**src/rtl/nistt_pkg.sv**
```systemverilog
package nistt_pkg;
    localparam int NUM_IRQ = 27;
    localparam int PRIO_W = 3;
    localparam int TICK_W = 24;
    localparam int ID_W = 5;
    localparam int ADDR_W = 12;
    // Register byte offsets
    localparam logic [11:0] OFF_CTRL = 12'h000;
    localparam logic [11:0] OFF_RELOAD = 12'h004;
    localparam logic [11:0] OFF_CURRENT = 12'h008;
    localparam logic [11:0] OFF_SETPEND = 12'h010;
    localparam logic [11:0] OFF_CLRPEND = 12'h014;
    localparam logic [11:0] OFF_ACTIVE = 12'h018;
    localparam logic [11:0] OFF_LEVEL = 12'h01c;
    localparam logic [11:0] OFF_SOFTWARE_TRIGGER_REGISTER = 12'h020;
    localparam logic [11:0] OFF_PRIO = 12'h040;
    // Control/status field positions
    localparam int CTRL_EN_BIT = 0;
    localparam int CTRL_INTEN_BIT = 1;
    localparam int CTRL_CLKSRC_BIT = 2;
    localparam int CTRL_COUNT_BIT = 16;
    // Priority fields: eight 4-bit slots per word
    localparam int PRIO_SLOT_W = 4;
    localparam int PRIO_PER_WORD = 8;
    // Reset values
    localparam logic [2:0] CTRL_RST = 3'h0;
    localparam logic [23:0] RELOAD_RST = 24'h000000;
    localparam logic [2:0] PRIO_RST = 3'h0;
    localparam logic [26:0] LEVEL_RST = 27'h0000000;

    typedef struct packed {
        logic valid;
        logic [ID_W-1:0] id;
        logic [PRIO_W-1:0] prio;
    } nistt_req_s;
endpackage

```
**src/rtl/nistt_top.sv**
```systemverilog
module nistt_top #(
    parameter int NUM_IRQ = nistt_pkg::NUM_IRQ
) (
    input wire logic ref_clk,
    input wire logic rst_n,
    input wire logic psel,
    input wire logic penable,
    input wire logic pwrite,
    input wire logic [11:0] paddr,
    input wire logic [31:0] pwdata,
    output logic [31:0] prdata,
    output logic pready,
    output logic pslverr,
    input wire logic [NUM_IRQ-1:0] irq_lines,
    input wire logic core_enter,
    input wire logic [4:0] core_enter_id,
    input wire logic core_exit,
    input wire logic [4:0] core_exit_id,
    input wire logic tick_enter,
    input wire logic halt_debug,
    input wire logic sleep_stop,
    output nistt_pkg::nistt_req_s irq_out,
    output logic tick_pend,
    output logic stack_save,
    output logic stack_restore
);
    logic [NUM_IRQ-1:0] line_s_reg, line_q_reg;
    logic [NUM_IRQ-1:0] pend_reg, act_reg, level_reg;
    logic [NUM_IRQ-1:0] pend_next, act_next;
    logic [NUM_IRQ-1:0] rise_w, held_w, pset_w, clr_w, enter_w, exit_w;
    logic [2:0] prio_reg [NUM_IRQ];
    logic [127:0] prio_flat;
    logic [2:0] ctrl_reg;
    logic count_reg, count_next;
    logic [23:0] reload_reg, cur_reg, cur_next;
    logic tick_pend_reg, tick_pend_next;
    logic pready_reg, pslverr_reg;
    logic [31:0] prdata_reg;
    nistt_pkg::nistt_req_s irq_out_reg, arb_next;
    logic stack_save_reg, stack_restore_reg;

    // APB phase decode
    wire setup = psel & ~penable & ~pready_reg;
    wire done = psel & penable & pready_reg;
    wire wr = done & pwrite;
    wire rd = done & ~pwrite;
    wire hit_ctrl = paddr == nistt_pkg::OFF_CTRL;
    wire hit_reload = paddr == nistt_pkg::OFF_RELOAD;
    wire hit_cur = paddr == nistt_pkg::OFF_CURRENT;
    wire hit_setp = paddr == nistt_pkg::OFF_SETPEND;
    wire hit_clrp = paddr == nistt_pkg::OFF_CLRPEND;
    wire hit_act = paddr == nistt_pkg::OFF_ACTIVE;
    wire hit_level = paddr == nistt_pkg::OFF_LEVEL;
    wire hit_trig = paddr == nistt_pkg::OFF_SOFTWARE_TRIGGER_REGISTER;
    wire hit_prio = (paddr[11:4] == nistt_pkg::OFF_PRIO[11:4])
        & (paddr[1:0] == 2'h0);
    wire hit_any = hit_ctrl | hit_reload | hit_cur | hit_setp | hit_clrp
        | hit_act | hit_level | hit_trig | hit_prio;
    // Writes act only on full aligned words
    wire wr_ctrl = wr & hit_ctrl;
    wire wr_reload = wr & hit_reload;
    wire wr_cur = wr & hit_cur;
    wire wr_setp = wr & hit_setp;
    wire wr_clrp = wr & hit_clrp;
    wire wr_level = wr & hit_level;
    wire wr_trig = wr & hit_trig;
    wire wr_prio = wr & hit_prio;
    wire rd_ctrl = rd & hit_ctrl;

    // Read data selection
    wire [31:0] ctrl_word = {15'h0000, count_reg, 13'h0000, ctrl_reg};
    wire [31:0] prio_word = prio_flat[paddr[3:2]*32 +: 32];
    wire [31:0] rd_mux =
        ({32{hit_ctrl}} & ctrl_word)
        | ({32{hit_reload}} & {8'h00, reload_reg})
        | ({32{hit_cur}} & {8'h00, cur_reg})
        | ({32{hit_setp}} & 32'(pend_reg))
        | ({32{hit_clrp}} & 32'(pend_reg))
        | ({32{hit_act}} & 32'(act_reg))
        | ({32{hit_level}} & 32'(level_reg))
        | ({32{hit_prio}} & prio_word);

    // APB slave: answer one cycle after setup
    always_ff @(posedge ref_clk) begin
        if (!rst_n) begin
            pready_reg <= 1'b0;
            pslverr_reg <= 1'b0;
            prdata_reg <= 32'h00000000;
        end else begin
            pready_reg <= setup;
            pslverr_reg <= setup & ~hit_any;
            if (setup) begin
                prdata_reg <= rd_mux;
            end
        end
    end

    a_apb_one_wait: assert property (@(posedge ref_clk) disable iff (!rst_n)
        setup |=> pready_reg ##1 !pready_reg)
        else $error("APB answer not one cycle after setup");
    // Unmapped addresses answer with an error
    a_apb_slverr: assert property (@(posedge ref_clk)
        disable iff (!rst_n)
        setup & ~hit_any |=> pslverr_reg && pready_reg)
        else $error("Unmapped access without error response");
    // Read data is the register value at setup
    a_apb_rdata: assert property (@(posedge ref_clk)
        disable iff (!rst_n)
        setup |=> prdata_reg == $past(rd_mux))
        else $error("Read data not taken at setup");

    // Request line sampling for edge and level detect
    always_ff @(posedge ref_clk) begin
        if (!rst_n) begin
            line_s_reg <= '0;
            line_q_reg <= '0;
        end else begin
            line_s_reg <= irq_lines;
            line_q_reg <= line_s_reg;
        end
    end

    // Every edge copies the request lines
    a_line_sample: assert property (@(posedge ref_clk)
        disable iff (!rst_n)
        1'b1 |=> line_s_reg == $past(irq_lines))
        else $error("Request lines not sampled each edge");

    // Per-interrupt pending and active state
    genvar gi;
    generate
        for (gi = 0; gi < NUM_IRQ; gi++) begin : g_irq
            wire sw_set = (wr_setp & pwdata[gi])
                | (wr_trig & (pwdata[4:0] == 5'(gi)));
            wire keep;
            wire ret;
            assign enter_w[gi] = core_enter & (core_enter_id == 5'(gi));
            assign exit_w[gi] = core_exit & (core_exit_id == 5'(gi));
            assign rise_w[gi] = line_s_reg[gi] & ~line_q_reg[gi];
            // Entry marks active, exit releases
            assign act_next[gi] = enter_w[gi]
                | (act_reg[gi] & ~exit_w[gi]);
            assign held_w[gi] = line_s_reg[gi] & ~act_next[gi];
            // Level clear blocked while line high, pulse clear always
            assign clr_w[gi] = wr_clrp & pwdata[gi]
                & ~(level_reg[gi] & line_s_reg[gi]);
            assign keep = pend_reg[gi] & ~enter_w[gi] & ~clr_w[gi]
                & ~(exit_w[gi] & level_reg[gi]);
            assign ret = exit_w[gi] & level_reg[gi]
                & line_s_reg[gi];
            assign pset_w[gi] = ret | rise_w[gi] | held_w[gi] | sw_set;
            // Set beats clear in the same cycle
            assign pend_next[gi] = keep | pset_w[gi];
            assign prio_flat[gi*4 +: 4] = {1'b0, prio_reg[gi]};

            // Priority field storage
            always_ff @(posedge ref_clk) begin
                if (!rst_n) begin
                    prio_reg[gi] <= nistt_pkg::PRIO_RST;
                end else if (wr_prio & (paddr[3:2] == 2'(gi / 8))) begin
                    prio_reg[gi] <= pwdata[(gi % 8)*4 +: 3];
                end
            end

            a_rise_pend: assert property (@(posedge ref_clk)
                disable iff (!rst_n)
                rise_w[gi] |=> pend_reg[gi])
                else $error("Rising edge did not set pending");
            a_held_pend: assert property (@(posedge ref_clk)
                disable iff (!rst_n)
                held_w[gi] |=> pend_reg[gi])
                else $error("High inactive line did not pend");
            a_enter_act: assert property (@(posedge ref_clk)
                disable iff (!rst_n)
                enter_w[gi] & ~pset_w[gi] |=> act_reg[gi]
                    & !pend_reg[gi])
                else $error("Entry did not move pending to active");
            a_level_exit: assert property (@(posedge ref_clk)
                disable iff (!rst_n)
                exit_w[gi] & level_reg[gi] & line_s_reg[gi]
                    |=> pend_reg[gi] & !act_reg[gi])
                else $error("Level exit with line high not pending");
            a_pulse_clear: assert property (@(posedge ref_clk)
                disable iff (!rst_n)
                wr_clrp & pwdata[gi] & ~level_reg[gi] & ~pset_w[gi]
                    & ~enter_w[gi] & ~exit_w[gi]
                    |=> !pend_reg[gi]
                    && act_reg[gi] == $past(act_reg[gi]))
                else $error("Pulse clear-pending misbehaved");
            // Level clear while line high keeps pending
            a_level_clr: assert property (@(posedge ref_clk)
                disable iff (!rst_n)
                wr_clrp & pwdata[gi] & level_reg[gi] & line_s_reg[gi]
                    & pend_reg[gi] & ~enter_w[gi] |=> pend_reg[gi])
                else $error("Level clear-pending dropped a held line");
            a_pulse_active: assert property (@(posedge ref_clk)
                disable iff (!rst_n)
                act_reg[gi] & ~exit_w[gi] & rise_w[gi]
                    |=> pend_reg[gi] && act_reg[gi])
                else $error("Pulse in handler not pending and active");
            a_pulse_exit: assert property (@(posedge ref_clk)
                disable iff (!rst_n)
                exit_w[gi] & ~level_reg[gi] & ~pend_reg[gi] & ~pset_w[gi]
                    & ~enter_w[gi] |=> !pend_reg[gi] && !act_reg[gi])
                else $error("Quiet pulse exit not inactive");
            a_sw_pend: assert property (@(posedge ref_clk)
                disable iff (!rst_n)
                sw_set |=> pend_reg[gi])
                else $error("Software set did not pend");
            // Priority field takes the low three bits of its slot
            a_prio_store: assert property (@(posedge ref_clk)
                disable iff (!rst_n)
                wr_prio & (paddr[3:2] == 2'(gi / 8)) |=> prio_reg[gi]
                    == $past(pwdata[(gi % 8)*4 +: 3]))
                else $error("Priority field not stored");
        end
    endgenerate
    assign prio_flat[127:NUM_IRQ*4] = '0;

    // Pending, active and mode vectors
    always_ff @(posedge ref_clk) begin
        if (!rst_n) begin
            pend_reg <= '0;
            act_reg <= '0;
            level_reg <= nistt_pkg::LEVEL_RST;
        end else begin
            pend_reg <= pend_next;
            act_reg <= act_next;
            if (wr_level) begin
                level_reg <= pwdata[NUM_IRQ-1:0];
            end
        end
    end

    // Arbitration: smallest level wins, then lowest index
    always_comb begin
        arb_next = '0;
        for (int i = 0; i < NUM_IRQ; i++) begin
            if (pend_reg[i] & ~act_reg[i]
                & (~arb_next.valid | (prio_reg[i] < arb_next.prio))) begin
                arb_next.valid = 1'b1;
                arb_next.id = 5'(i);
                arb_next.prio = prio_reg[i];
            end
        end
    end

    // Registered request and stacking strobes
    always_ff @(posedge ref_clk) begin
        if (!rst_n) begin
            irq_out_reg <= '0;
            stack_save_reg <= 1'b0;
            stack_restore_reg <= 1'b0;
        end else begin
            irq_out_reg <= arb_next;
            stack_save_reg <= core_enter | tick_enter;
            stack_restore_reg <= core_exit;
        end
    end

    a_arb_winner: assert property (@(posedge ref_clk) disable iff (!rst_n)
        arb_next.valid |=> irq_out_reg.valid
            && irq_out_reg.prio <= $past(arb_next.prio)
            && irq_out_reg.id == $past(arb_next.id))
        else $error("Request output does not follow arbiter");
    // No candidate leaves the request output idle
    a_arb_idle: assert property (@(posedge ref_clk) disable iff (!rst_n)
        !(|(pend_reg & ~act_reg)) |=> !irq_out_reg.valid)
        else $error("Request offered with nothing pending");
    // Stack strobes follow entry and return
    a_stack_save: assert property (@(posedge ref_clk) disable iff (!rst_n)
        core_enter | tick_enter |=> stack_save_reg)
        else $error("No stack save after entry");
    a_stack_rest: assert property (@(posedge ref_clk) disable iff (!rst_n)
        core_exit |=> stack_restore_reg)
        else $error("No stack restore after return");

    // Tick timer next-state
    wire tick_run = ctrl_reg[nistt_pkg::CTRL_EN_BIT]
        & ~halt_debug & ~sleep_stop;
    wire tick_hit = tick_run & ~wr_cur & (cur_reg == 24'h000001);
    assign cur_next = wr_cur ? 24'h000000
        : ~tick_run ? cur_reg
        : (cur_reg == 24'h000000) ? reload_reg
        : cur_reg - 24'h000001;
    assign count_next = ~wr_cur
        & (tick_hit | (count_reg & ~rd_ctrl));
    assign tick_pend_next = (tick_hit
        & ctrl_reg[nistt_pkg::CTRL_INTEN_BIT])
        | (tick_pend_reg & ~tick_enter);

    // Tick timer registers
    always_ff @(posedge ref_clk) begin
        if (!rst_n) begin
            ctrl_reg <= nistt_pkg::CTRL_RST;
            reload_reg <= nistt_pkg::RELOAD_RST;
            cur_reg <= 24'h000000;
            count_reg <= 1'b0;
            tick_pend_reg <= 1'b0;
        end else begin
            if (wr_ctrl) begin
                ctrl_reg <= pwdata[2:0];
            end
            if (wr_reload) begin
                reload_reg <= pwdata[23:0];
            end
            cur_reg <= cur_next;
            count_reg <= count_next;
            tick_pend_reg <= tick_pend_next;
        end
    end

    a_tick_dec: assert property (@(posedge ref_clk) disable iff (!rst_n)
        tick_run & ~wr_cur & (cur_reg != 24'h000000)
            |=> cur_reg == $past(cur_reg) - 24'h000001)
        else $error("Tick counter did not decrement");
    a_tick_reload: assert property (@(posedge ref_clk) disable iff (!rst_n)
        tick_run & ~wr_cur & (cur_reg == 24'h000000) & ~wr_reload
            |=> cur_reg == $past(reload_reg))
        else $error("Tick counter did not reload at zero");
    a_tick_hold: assert property (@(posedge ref_clk) disable iff (!rst_n)
        (halt_debug | sleep_stop) & ~wr_cur |=> $stable(cur_reg))
        else $error("Tick counter moved while halted");
    a_tick_wrclr: assert property (@(posedge ref_clk) disable iff (!rst_n)
        wr_cur & ~tick_pend_reg |=> cur_reg == 24'h000000
            && !count_reg && !tick_pend_reg)
        else $error("Current write did not clear cleanly");
    a_count_flag: assert property (@(posedge ref_clk) disable iff (!rst_n)
        tick_hit |=> count_reg && cur_reg == 24'h000000)
        else $error("Count flag not set at zero");
    a_tick_exc: assert property (@(posedge ref_clk) disable iff (!rst_n)
        tick_hit & ctrl_reg[nistt_pkg::CTRL_INTEN_BIT]
            |=> tick_pend_reg)
        else $error("Tick exception not made pending");
    // Taking the tick exception drops its pending state
    a_tick_ack: assert property (@(posedge ref_clk) disable iff (!rst_n)
        tick_enter & ~tick_hit |=> !tick_pend_reg)
        else $error("Tick pending not cleared on entry");
    // Control read clears the count flag
    a_count_rdclr: assert property (@(posedge ref_clk) disable iff (!rst_n)
        rd_ctrl & ~tick_hit |=> !count_reg)
        else $error("Count flag not cleared by read");
    // Zero reload parks the counter at zero
    a_tick_stop: assert property (@(posedge ref_clk) disable iff (!rst_n)
        tick_run & ~wr_cur & ~wr_reload & (cur_reg == 24'h000000)
            & (reload_reg == 24'h000000) |=> cur_reg == 24'h000000)
        else $error("Counter ran on with zero reload");

    assign prdata = prdata_reg;
    assign pready = pready_reg;
    assign pslverr = pslverr_reg;
    assign irq_out = irq_out_reg;
    assign tick_pend = tick_pend_reg;
    assign stack_save = stack_save_reg;
    assign stack_restore = stack_restore_reg;
endmodule

```
**config.mk**
```make
export PLATFORM = sky130hd
export DESIGN_NAME = nistt_top
export DESIGN_NICKNAME = d
export VERILOG_FILES = /design/src/rtl/nistt_pkg.sv /design/src/rtl/nistt_top.sv
export SDC_FILE = /design/constraint.sdc
export NUM_CORES = 1
export LEC_CHECK = 0
export ABC_AREA = 1
export BUFFER_PORTS_ARGS = -buffer_cell sky130_fd_sc_hd__buf_4
export CAP_MARGIN = 20
export CORE_MARGIN = 2
export CORE_UTILIZATION = 50
export DETAILED_ROUTE_END_ITERATION = 6
export PLACE_DENSITY_LB_ADDON = 0.1
export SKIP_LAST_GASP = 1
export SYNTH_ARGS = -nofsm -noshare
export SYNTH_HDL_FRONTEND = slang
export SYNTH_SLANG_ARGS = --single-unit
```
**constraint.sdc**
```tcl
create_clock -name ref_clk -period 31.7 [get_ports ref_clk]
set_input_delay 6.34 -clock ref_clk [delete_from_list [all_inputs] [get_ports ref_clk]]
set_output_delay 6.34 -clock ref_clk [all_outputs]
set_load 0.005 [all_outputs]
```
==> summary.md <==
| Metric | Value |
|---|---|
| Crit Path Class | flop to flop |
| DRC | 0 |
| Layout cell share with drive strength beyond 1 | 11.5% |
| Share of power burned in registers | 37.7% |
| CP max stage delay | 410 ps |
| Die Height | 191 um |
| Net count, final | 2,796 |
| Row count | 68 |
| Global Route Usage Sum | 38.4% |
| Clock Path Buffers | 3 |
| Min Tclk post-route | 18,750 ps |
| Crit path max-delay cell type | dfxtp_1 |
| Area after DPL | 18,900 um2 |
| Area grow syn2layout | 14.9% |
| Met3 GRT Util | 9.60% |
| Synth area leaders | dfxtp_1 26%, edfxtp_1 14%, nand2_1 11%, inv_1 8.9%, nor2_1 6.6% |
| CTS root buf | clkbuf_16 |
| Met2 Usage GRT | 57.9% |
| Clock-pin slew on the worst setup and hold paths | 60 ps |
| Number of global-route vias before repair | 16,700 |
| Startpoint Class | flop |
| Clock net sink count | 312 |
| First-pass detailed-route iteration total | 6 |
| Setup_tns | 0 ps |
| Area share of the largest cell type after synthesis | 26.4% |
| CP dominant cell by count | nand2_1 |
| Die ar. | 36,600 um2 |
| Cells after Synth | 2,582 |
| Hold Path Class | flop to flop |
| Sequential cell area | 7060 um2 |
| Design Area, Final | 20,100 um2 |
| Post-Route WL | 70,700 um |
| Fin. max-slew vios | 0 |
| Initial antenna violation count | 1 |
| Synth Area per Inst | 6.79 um2 |
| Post-CTS Resized | 0 |
| H-Tree Depth | 2 |
| Initial core utilization | 50.8% |
| PD cells | 57.4 nW/um2 |
| Post-synth EDFFs | 81 |
| WL/cell | 22.3 um |
| Via count | 18,400 |
| Top-count cell post-synth | nand2_1 |
| Switching power | 0.395 mW |
| IO Port Bufs | 132 |
| Crit share post-route | 59.2% |
| Setup slack, reg-to-reg | 12,950 ps |
| Post-CTS setup buffer count | 0 |
| Crit. End Element | flop |
| Async S/R FF share, synth | 0% |
| Logic pwr share | 26.7% |
| Setup Skew | 18.6 ps |
| Clock network fraction of total power | 35.6% |
| DRC violation total after the first TritonRoute iteration | 2,120 |
| Cell variety after synth | 44 |
| First-pass GRT wire length | 103,000 um |
| Worst Path Required | 32,150 ps |
| Synth Register Bits | 312 |
| Largest register FFs | 81 |
| GR peak layer | met2 |
| DIE WIDTH | 191 um |
| Switching part of the total | 34.2% |
| CTS tree | built |
| Top_reg_cell synth | dfxtp_1 |
| Synth cell count leaders | 508 x nand2_1, 418 x inv_1, 310 x nor2_1 |
| Largest net degree at the start of global routing | 78 |
| I/O pins | 137 |
| Worst Tran Pin Value | 1100 ps |
| Max Cap Viol | 0 |
| Post-route ant nets | 0 |
| Via density | 5.81 |
| Fillers | 3,404 |
| Seq/Total Area, Yosys | 40.2% |
| RSZ-0062 raised after global routing | no |
| VDD IR max | 48.7 uV |
| GRT overflow | 0 |
| Lkg Pwr | 9.31 nW |
| Crit path arrival time | 19,200 ps |
| CORE AREA | 34,500 um2 |
| Endpoints failing hold | 0 |
| Peak Freq | 53.3 MHz |
| Clk_lat worst skew | 570 ps |
| Final setup fails | 0 |
| HPWL Detailed | 53,800 um |
| Clock buffer count from CTS | 37 |
| CP Max Fanout | 7 |
| Hold buffers post-CTS | 0 |
| Cell Int Power | 0.762 mW |
| Global-route met1 utilization | 47.9% |
| Status | complete, no violations |
| Area of the multi-input gates | 8510 um2 |
| Post-synth top area cell | dfxtp_1 |
| Warnings, synthesis | 0 |
| Rel. slew slack | 26.3% |
| Synth Cell Area | 17,500 um2 |
| GP Congestion | 1.03 |
## area by class of cell
type | count | share of cell area (%)
Multi-Input combinational cell | 1736 | 42.2
Clock inverter | 17 | 0.577
Timing Repair Buffer | 155 | 5.87
Sequential cell | 312 | 35.0
Inverter | 444 | 8.28
Clock buffer | 49 | 5.18
Antenna cell | 1 | 0.0124
Tap cell | 455 | 2.83
## worst paths after layout
kind / startpoint / end / depth (start not counted)
worst max register to register: pend_reg[0] / irq_out[3] / 187
worst min-delay path: line_s_reg[12] / line_q_reg[12] / 2
worst max-delay path: pend_reg[0] / irq_out[3] / 187
worst min register to register: line_s_reg[12] / line_q_reg[12] / 2
## cell families (layout without fill, tap and decap cells)
logic type	count (synthesis)	after routing	share of synthesized area, %
compound gates	569	569	18.9
buf+inv	535	665	11.5
xor+xnor	10	10	0.499
flops	312	312	40.2
other cells	1	3	0.0214
simple gates	1136	1136	27.5
fa+ha+maj	19	19	1.36
## power groups by stage
stage | Combinational, mW | Sequential (mW) | Clock, mW
floorplan | 0.215 | 0.441 | 0
global placement | 0.298 | 0.444 | 0
detailed placement | 0.303 | 0.445 | 0
CTS | 0.304 | 0.436 | 0.415
global route | 0.346 | 0.437 | 0.431
finish | 0.309 | 0.436 | 0.412
## critical path, delay by kind of cell, from the launching register on
kind,cells,cell delay (ps)
buffers and inverters,11,450
flip-flops,1,410
AND/OR/NAND/NOR,158,12600
AO/OA/AOI/OAI,10,2680
adder cells (fa/ha/maj),8,2430
## layer usage
metal | vias to the layer above | wire length (um)
met5 | - | 0
met4 | 0 | 5770
met3 | 228 | 7870
met2 | 1044 | 30300
met1 | 8462 | 26800
li1 | 8672 | -
## through the flow
step	hold WS, ps	cells	total power [mW]	util (%)	worst slack [ps]
final	441	3169	1.16	58.3	12950
after global routing	465	3168	1.21	58.3	10710
after CTS	445	3165	1.16	58.2	13180
after detailed placement	435	3099	0.748	54.8	13230
after global placement	424	3099	0.742	54.8	13680
after floorplan	413	2583	0.656	-	16560
## cell usage in the layout (no fill, tap or decap), drive strengths merged, types with 2 or more instances in the layout
cell type,count
o221ai,11
o2111ai,11
a41oi,10
nand3,205
clkbuf,49
nor2,311
nor3,31
or2,3
xnor2,5
a31o,2
a221oi,38
a22oi,5
o211ai,20
a2111oi,3
inv,442
edfxtp,81
dfxtp,231
nand4,10
o31ai,4
ha,19
xor2,5
a31oi,20
a21oi,186
nor4,6
a211oi,4
nand2,567
o22ai,18
o21ai,228
buf,155
conb,2
o311ai,6
a41o,2
and3,2
clkinv,18
Note: power is estimated with default switching activity, not from simulation.
